### config.mk
export PLATFORM = sky130hd
export DESIGN_NAME = scg_top
export DESIGN_NICKNAME = d
export VERILOG_FILES = /design/src/scg_pkg.sv /design/src/scg_top.sv /design/src/scg_edge_dbl.sv /design/src/scg_fb_div.sv
export SDC_FILE = /design/constraint.sdc
export NUM_CORES = 1
export LEC_CHECK = 0
export BUFFER_PORTS_ARGS = -buffer_cell sky130_fd_sc_hd__buf_2
export CORE_ASPECT_RATIO = 0.75
export CORE_MARGIN = 1
export CORE_UTILIZATION = 40
export DETAILED_ROUTE_END_ITERATION = 16
export PLACE_DENSITY = 0.72
export SYNTH_ARGS = -nofsm -noshare
export SYNTH_HDL_FRONTEND = slang
export SYNTH_HIERARCHICAL = 1
export SYNTH_SLANG_ARGS = --single-unit
### constraint.sdc
create_clock -name clk -period 2.4 [get_ports clk]
set_clock_uncertainty 0.05 [all_clocks]
set_input_delay 0.36 -clock clk [delete_from_list [all_inputs] [get_ports clk]]
set_output_delay 0.36 -clock clk [all_outputs]
set_load 0.05 [all_outputs]
### src/scg_pkg.sv
// Purpose: Shared constants and types for the system clock generator config
// Assumes: 32-bit APB register access, one 250 MHz clock
// Notes: Offsets are byte addresses; each register takes one aligned word
`default_nettype none
package scg_pkg;

    // Register byte offsets
    localparam int unsigned SCG_AW = 12;
    localparam logic [11:0] SCG_CTRL_OFS = 12'h000;
    localparam logic [11:0] SCG_NDIV_OFS = 12'h004;
    localparam logic [11:0] SCG_STAT_OFS = 12'h008;

    // Field positions in the control and divider words
    localparam int unsigned SCG_PD_BIT = 0;
    localparam int unsigned SCG_DBL_BIT = 1;
    localparam int unsigned SCG_VCO_BIT = 2;
    localparam int unsigned SCG_CP_LSB = 4;
    localparam int unsigned SCG_N_LSB = 0;

    // Values after reset
    localparam logic SCG_PD_RST = 1'b0;
    localparam logic SCG_DBL_RST = 1'b0;
    localparam logic SCG_VCO_RST = 1'b0;
    localparam logic [1:0] SCG_CP_RST = 2'h1;
    localparam logic [4:0] SCG_N_RST = 5'h12;

    // Divider figures: N is the code plus a bias, behind a fixed /2
    localparam logic [5:0] SCG_N_BIAS = 6'h02;
    localparam logic [6:0] SCG_DEF_RATIO = 7'h28;
    localparam logic [1:0] SCG_CP_BAD = 2'h3;

    // Control settings carried as one bundle
    typedef struct packed {
        logic pd;
        logic dbl_sel;
        logic vco_hi;
        logic [1:0] cp_sel;
        logic [4:0] n_code;
    } scg_cfg_t;

    // Phase detector steering pair
    typedef struct packed {
        logic up;
        logic dn;
    } scg_pfd_t;

    typedef enum logic [1:0] {
        SCG_PFD_IDLE,
        SCG_PFD_UP,
        SCG_PFD_DN
    } scg_pfd_st_t;

endpackage
`default_nettype wire

### src/scg_top.sv
// Purpose: Configuration and control of the system clock generator
// Assumes: APB slave at 250 MHz, pins synchronised here
// Notes: Analog loop parts are driven by the registered control outputs
//
// Function
// - Multiplier path is on while power-down bit is 0 (reset), off at 1.
// - With the multiplier off, the buffered timebase is the sampling clock.
// - A low clock source mode pin keeps the crystal maintaining amplifier on.
// - A high mode pin turns the amplifier off, multiplier enable untouched.
// - The edge doubler pulses once per rising and per falling timebase edge.
// - The phase detector takes falling edges only, of the direct or the doubled timebase.
// - Feedback is fixed divide-by-2 then divide-by-N, N 2..33, ratio 4..66 even.
// - The divider code is 5 bits, 0..31, and N is the code plus two.
// - A setting picks one of three pump currents: 125, 250 or 375 uA.
// - A setting picks high or low VCO gain range.
// - After reset the overall multiplier ratio is 40.
`timescale 1ns/100ps
`default_nettype none
module scg_top
    import scg_pkg::*;
(
    input wire logic clk,
    input wire logic rst_b,
    input wire logic psel,
    input wire logic penable,
    input wire logic pwrite,
    input wire logic [SCG_AW-1:0] paddr,
    input wire logic [31:0] pwdata,
    output logic [31:0] prdata,
    output logic pready,
    output logic pslverr,
    input wire logic clock_source_mode_pin,
    input wire logic tb_in,
    input wire logic vco_in,
    output logic pll_en,
    output logic bypass_sel,
    output logic maint_amp_en,
    output logic [1:0] cp_sel,
    output logic vco_gain_hi,
    output logic [5:0] fb_n,
    output logic pfd_up,
    output logic pfd_dn
);
    scg_cfg_t cfg_q, cfg_d;
    scg_pfd_t pfd_q, pfd_d;
    scg_pfd_st_t st_q, st_d;
    logic mode_s1_q, mode_s2_q;
    logic ref_evt, fb_evt;
    logic acc, wr_fire, wr_ctrl, wr_ndiv, hit;
    logic [31:0] rd_word, stat_word;
    logic [1:0] cp_next;
    logic [5:0] n_mod;

    // Address decode shared by read mux, error answer and write strobes
    function automatic logic is_reg(input logic [SCG_AW-1:0] a,
                                    input logic [SCG_AW-1:0] ofs);
        return a == ofs;
    endfunction

    // APB: access phase is answered one cycle after it starts
    assign acc = psel & penable & ~pready;
    assign hit = is_reg(paddr, SCG_CTRL_OFS) | is_reg(paddr, SCG_NDIV_OFS)
               | is_reg(paddr, SCG_STAT_OFS);
    // Writes land only on the edge where the master sees pready
    assign wr_fire = psel & penable & pready & pwrite;
    assign wr_ctrl = wr_fire & is_reg(paddr, SCG_CTRL_OFS);
    assign wr_ndiv = wr_fire & is_reg(paddr, SCG_NDIV_OFS);

    // Status word shows live state, not just stored settings
    assign stat_word = {14'h0000, pfd_q.up, pfd_q.dn, 2'h0, fb_n,
                        5'h00, mode_s2_q, maint_amp_en, pll_en};

    assign rd_word =
        is_reg(paddr, SCG_CTRL_OFS) ?
            {26'h0000000, cfg_q.cp_sel, 1'b0, cfg_q.vco_hi,
             cfg_q.dbl_sel, cfg_q.pd} :
        is_reg(paddr, SCG_NDIV_OFS) ? {27'h0000000, cfg_q.n_code} :
        is_reg(paddr, SCG_STAT_OFS) ? stat_word : 32'h00000000;

    // Reserved charge pump code is refused; the old current is kept
    assign cp_next = (pwdata[SCG_CP_LSB +: 2] == SCG_CP_BAD) ?
                     cfg_q.cp_sel : pwdata[SCG_CP_LSB +: 2];

    // Next configuration from the two writable registers
    always_comb begin
        cfg_d = cfg_q;
        if (wr_ctrl) begin
            cfg_d.pd = pwdata[SCG_PD_BIT];
            cfg_d.dbl_sel = pwdata[SCG_DBL_BIT];
            cfg_d.vco_hi = pwdata[SCG_VCO_BIT];
            cfg_d.cp_sel = cp_next;
        end
        if (wr_ndiv)
            cfg_d.n_code = pwdata[SCG_N_LSB +: 5];
    end

    // Bus answer flops
    always_ff @(posedge clk) begin
        if (!rst_b) begin
            pready <= 1'b0;
            prdata <= 32'h00000000;
            pslverr <= 1'b0;
        end else begin
            pready <= acc;
            pslverr <= acc & ~hit;
            if (acc)
                prdata <= pwrite ? 32'h00000000 : rd_word;
        end
    end

    // Configuration register; reset gives ratio 2*(18+2) = 40
    always_ff @(posedge clk) begin
        if (!rst_b) begin
            cfg_q <= '{pd: SCG_PD_RST, dbl_sel: SCG_DBL_RST,
                       vco_hi: SCG_VCO_RST, cp_sel: SCG_CP_RST,
                       n_code: SCG_N_RST};
        end else begin
            cfg_q <= cfg_d;
        end
    end

    // Mode pin is asynchronous; only the second flop is read
    always_ff @(posedge clk) begin
        if (!rst_b) begin
            mode_s1_q <= 1'b0;
            mode_s2_q <= 1'b0;
        end else begin
            mode_s1_q <= clock_source_mode_pin;
            mode_s2_q <= mode_s1_q;
        end
    end

    // N modulus: code plus bias, 2..33
    assign n_mod = 6'({1'b0, cfg_q.n_code} + SCG_N_BIAS);

    // Analog control outputs, all from flops
    always_ff @(posedge clk) begin
        if (!rst_b) begin
            pll_en <= 1'b0;
            bypass_sel <= 1'b1;
            maint_amp_en <= 1'b1;
            cp_sel <= SCG_CP_RST;
            vco_gain_hi <= SCG_VCO_RST;
            fb_n <= 6'(SCG_N_RST + SCG_N_BIAS);
        end else begin
            pll_en <= ~cfg_q.pd;
            bypass_sel <= cfg_q.pd;
            maint_amp_en <= ~mode_s2_q;
            cp_sel <= cfg_q.cp_sel;
            vco_gain_hi <= cfg_q.vco_hi;
            fb_n <= n_mod;
        end
    end

    // Reference path: synchroniser, optional doubler, falling edges
    scg_edge_dbl u_ref (
        .clk(clk),
        .rst_b(rst_b),
        .tb_in(tb_in),
        .dbl_sel(cfg_q.dbl_sel),
        .ref_evt(ref_evt)
    );

    // Feedback path, held idle while the multiplier is powered down
    scg_fb_div #(.NW(6)) u_fb (
        .clk(clk),
        .rst_b(rst_b),
        .run(pll_en),
        .vco_in(vco_in),
        .n_mod(fb_n),
        .fb_evt(fb_evt)
    );

    // Tri-state detector: lead of one edge over the other steers the pump.
    // Simultaneous edges cancel, which avoids a dead zone glitch pair.
    always_comb begin
        st_d = st_q;
        unique case (st_q)
            SCG_PFD_IDLE: begin
                if (ref_evt && !fb_evt)
                    st_d = SCG_PFD_UP;
                else if (fb_evt && !ref_evt)
                    st_d = SCG_PFD_DN;
            end
            SCG_PFD_UP: begin
                if (fb_evt && !ref_evt)
                    st_d = SCG_PFD_IDLE;
            end
            SCG_PFD_DN: begin
                if (ref_evt && !fb_evt)
                    st_d = SCG_PFD_IDLE;
            end
            default: st_d = SCG_PFD_IDLE;
        endcase
        if (!pll_en)
            st_d = SCG_PFD_IDLE;
    end

    assign pfd_d.up = (st_d == SCG_PFD_UP);
    assign pfd_d.dn = (st_d == SCG_PFD_DN);

    // Detector state and steering outputs
    always_ff @(posedge clk) begin
        if (!rst_b) begin
            st_q <= SCG_PFD_IDLE;
            pfd_q <= '0;
            pfd_up <= 1'b0;
            pfd_dn <= 1'b0;
        end else begin
            st_q <= st_d;
            pfd_q <= pfd_d;
            pfd_up <= pfd_d.up;
            pfd_dn <= pfd_d.dn;
        end
    end
endmodule // scg_top
`default_nettype wire

### src/scg_edge_dbl.sv
// Purpose: Timebase synchroniser, edge doubler and falling-edge reference
// Assumes: tb_in is asynchronous and far slower than clk
// Notes: ref_evt is a one-cycle pulse per falling edge of the chosen signal
`timescale 1ns/100ps
`default_nettype none
module scg_edge_dbl
    import scg_pkg::*;
(
    input wire logic clk,
    input wire logic rst_b,
    input wire logic tb_in,
    input wire logic dbl_sel,
    output logic ref_evt
);
    logic s1_q, s2_q, s3_q, dbl_q, dbl_d1_q;
    logic fall_direct, fall_dbl;

    // Two-stage synchroniser, then a history flop for edge detection
    always_ff @(posedge clk) begin
        if (!rst_b) begin
            s1_q <= 1'b0;
            s2_q <= 1'b0;
            s3_q <= 1'b0;
            dbl_q <= 1'b0;
            dbl_d1_q <= 1'b0;
            ref_evt <= 1'b0;
        end else begin
            s1_q <= tb_in;
            s2_q <= s1_q;
            s3_q <= s2_q;
            dbl_q <= s2_q ^ s3_q;
            dbl_d1_q <= dbl_q;
            ref_evt <= dbl_sel ? fall_dbl : fall_direct;
        end
    end

    // Only falling transitions reach the detector
    assign fall_direct = s3_q & ~s2_q;
    assign fall_dbl = dbl_d1_q & ~dbl_q;
endmodule // scg_edge_dbl
`default_nettype wire

### src/scg_fb_div.sv
// Purpose: Feedback divider, fixed divide-by-2 then programmable divide-by-N
// Assumes: vco_in is asynchronous; N is held stable while running
// Notes: fb_evt is a one-cycle pulse every 2*N rising VCO edges
`timescale 1ns/100ps
`default_nettype none
module scg_fb_div
    import scg_pkg::*;
#(
    parameter int unsigned NW = 6
)(
    input wire logic clk,
    input wire logic rst_b,
    input wire logic run,
    input wire logic vco_in,
    input wire logic [NW-1:0] n_mod,
    output logic fb_evt
);
    logic v1_q, v2_q, v3_q, pre_q;
    logic [NW-1:0] cnt_q;
    logic vco_rise, pre_tick, wrap;

    assign vco_rise = v2_q & ~v3_q;
    assign pre_tick = vco_rise & pre_q; // Fixed prescaler output
    assign wrap = pre_tick && (cnt_q == NW'(n_mod - 1'b1));

    // Counter held clear while the loop is off so it restarts aligned
    always_ff @(posedge clk) begin
        if (!rst_b) begin
            v1_q <= 1'b0;
            v2_q <= 1'b0;
            v3_q <= 1'b0;
            pre_q <= 1'b0;
            cnt_q <= '0;
            fb_evt <= 1'b0;
        end else begin
            v1_q <= vco_in;
            v2_q <= v1_q;
            v3_q <= v2_q;
            if (!run) begin
                pre_q <= 1'b0;
                cnt_q <= '0;
                fb_evt <= 1'b0;
            end else begin
                pre_q <= pre_q ^ vco_rise;
                fb_evt <= wrap;
                if (wrap)
                    cnt_q <= '0;
                else if (pre_tick)
                    cnt_q <= cnt_q + 1'b1;
            end
        end
    end
endmodule // scg_fb_div
`default_nettype wire

==> run summary <==
Grt ovf: 0
Clock buffer depth: 2
First-pass GRT wire length: 8.67 mm
Hold crit path type: primary input to flop
Async S/R FF share, synth: 0%
Clk_lat worst skew: 0.34 ns
Power density over the cells: 650 nW/um^2
Most common cell in the synthesized netlist: dfxtp_1
Initial Util: 42.6%
Worst Hold End: mode_s1_q
Post-route insts no fill: 394
Core footprint: 6010 sq um
Die height: 71.3 um
Synth top cells by count: dfxtp_1, buf_4, and2_1, nand2_1, inv_1
RR Endpoint: u_fb/fb_evt
Final setup violation count: 0
Max-slew violation count: 0
Type of the worst setup path: flop to flop
Unrepaired setup endpoints after global routing: no
Maximum VDD drop: 0.241 mV
Die ar.: 6730 sq um
Placed Cells: 379
H-tree levels: 3
Reg2Reg Depth: 6
Crit path buffers/inverters: 1
Worst r2r src: fb_n[0]
I/O pin cnt: 100
Crit-path leading delay family: simple AND/OR/NAND/NOR gates
Synthesized area: 2560 sq um
Post-CTS Setup Bufs: 0
Internal reg-to-reg setup slack: 0.60 ns
Worst hold start: clock_source_mode_pin
Status: complete, no violations
IO Port Bufs: 55
Lkg Pwr: 1.34 nW
Hold path depth: 2
Vias in the first global route: 1803
Syn avg cell area: 10.1 sq um
CTS tree: yes
DP HPWL: 3.80 mm
Clock power share: 39.4%
Final hold violation count: 0
Setup_tns: 0 ns
Chip width: 94.4 um
Critical Path End Type: flop
CP startpoint kind: flop
Final worst-path cycle share: 75.1%
Via Count: 1943
Yosys reg bits: 61
Cells after Synth: 253
# rows: 24
Drc violations: 0
Hold_buf cts: 0
Drt first pass iters: 4
Critical-path maximum fanout: 7
Avg WL per Cell: 13.2 um
Most area-consuming cells after synthesis: dfxtp_1, buf_4, and2_1
Antenna diodes: 0
Maxcap violations: 0
Worst relative slew slack: 59.4%
Worst path slowest cell: dfxtp_1
Gpl congestion: 0.844
Period minus WS final: 1.80 ns
Initial antenna violation count: 0
Critical path cell sequence: inv_1, ha_1, xnor3_1, nand4_2, nor3_4, and3b_1
Seq pwr share: 52.6%
Pwr Total: 0.00196 W
Post-detailed-route via-to-cell ratio: 4.93
Root Driver: clkbuf_8
Final ANT Viol Nets: 0
Max frequency: 555 MHz
Final WL: 5.21 mm
Fin nets: 369
Post-synthesis sequential area ratio: 47.7%
Sw Pwr: 0.000510 W
Largest net degree at the start of global routing: 41
P&R area growth vs syn: 17.6%
Internal power: 0.00145 W
Synth unique cells: 45
Number of synthesized flops with an enable pin: 0
Fill cells: 597
Logic pwr share: 8.0%
Total track usage: 17.3%
Clock sink count: 61
Violation count after the first detailed-route iteration: 137
Clock-pin slew on the worst setup and hold paths: 0.07 ns
TritonCTS Buffers: 9
Critical path arrival: 2.02 ns
Ys flop type: dfxtp_1
Synth Warn #: 6
Pin slew with the least headroom to its limit: 0.604 ns
Maximum single-stage delay on the critical path: 0.45 ns
Synth area leader: dfxtp_1
Sw frac: 26.0%
Resized Gates After CTS: 0
Area share of the largest cell type after synthesis: 47.7%
WP data required: 2.62 ns
Share of layout cells above drive strength 1: 25.6%
==> through the flow <==
step	worst slack, ns	utilization (%)	instance area [sq um]	hold slack [ns]
finish	0.598	50.1	3010	0.177
global route	0.472	50.1	3010	0.168
CTS	0.583	50.1	3010	0.165
detailed placement	0.517	47.4	2850	0.318
global placement	0.540	47.4	2850	0.318
floorplan	0.491	-	2630	0.308
==> cells by family after synthesis <==
group	share of synthesized area (%)
buffers and inverters	8.11
XOR/XNOR	6.01
flip-flops	47.7
AO/OA/AOI/OAI	10.5
multiplexers	1.56
adder cells (fa/ha/maj)	3.22
other	0.146
AND/OR/NAND/NOR	22.8
==> power groups by stage <==
stage	registers (W)	clock network (W)	logic (W)
floorplan	0.00106	0	0.000123
global placement	0.00105	0	0.000155
detailed placement	0.00105	0	0.000157
CTS	0.00103	0.000792	0.000157
global route	0.00103	0.000849	0.000169
finish	0.00103	0.000771	0.000157
==> routing by layer <==
metal | routed length, um | GRT usage [%]
met1 | 2570 | 22.9
met5 | 0 | 0
met2 | 2240 | 25.0
met4 | 71 | 5.64
met3 | 319 | 7.54
==> placed cells by master, fill, tap and decap left out, types with 3 or more instances in the layout <==
master / n
a22o_1: 9
conb_1: 18
o21ai_0: 5
and2_1: 14
nor2_1: 9
and4_1: 3
ha_1: 5
buf_2: 55
dfxtp_1: 61
mux2i_1: 4
nand4_1: 6
clkbuf_8: 10
xor2_1: 7
nand2b_1: 3
a21boi_0: 4
nand2_1: 14
a211oi_1: 6
nor2b_1: 7
inv_1: 11
xnor2_1: 8
clkinv_2: 4
nor3b_1: 3
nor3_1: 4
nand3b_1: 3
nand3_1: 8
a21oi_1: 6
o31ai_1: 3
==> sequential cells by signal, indices dropped and copies added, names as in the netlist, 2 cells and up <==
| name | cells |
|---|---|
| cfg_q | 10 |
| cp_sel | 2 |
| fb_n | 6 |
| prdata | 14 |
| st_q | 2 |
| u_fb/cnt_q | 6 |
==> worst register-to-register path, cell delays in order, from the launching register on <==
cell,delay [ns]
dfxtp_1,0.45
inv_1,0.08
ha_1,0.23
xnor3_1,0.29
nand4_2,0.13
nor3_4,0.28
and3b_1,0.22
==> final cells by class <==
class                   count  area (sq um)  share of cell area (%)
clock buffers              10           138                    4.57
repair buffers             57           290                    9.64
flip-flops and latches     61          1220                    40.5
inverters                  11          41.3                    1.37
clock inverters             5          27.5                   0.914
well taps                  78          97.6                    3.24
multi-input cells         172          1200                    39.7
==> worst max-delay path by stage <==
stage / start / to / slack (ns) / cells past startpoint
after floorplan: fb_n[0] / u_fb/cnt_q[0] / 0.49 / 6
after global placement: paddr[1] / prdata[5] / 0.54 / 5
after detailed placement: paddr[1] / cfg_q[6] / 0.52 / 5
after CTS: fb_n[0] / u_fb/cnt_q[3] / 0.58 / 6
after global routing: fb_n[0] / u_fb/cnt_q[3] / 0.47 / 6
final: fb_n[0] / u_fb/fb_evt / 0.60 / 6
No activity file was read; power rests on OpenSTA's default activity.
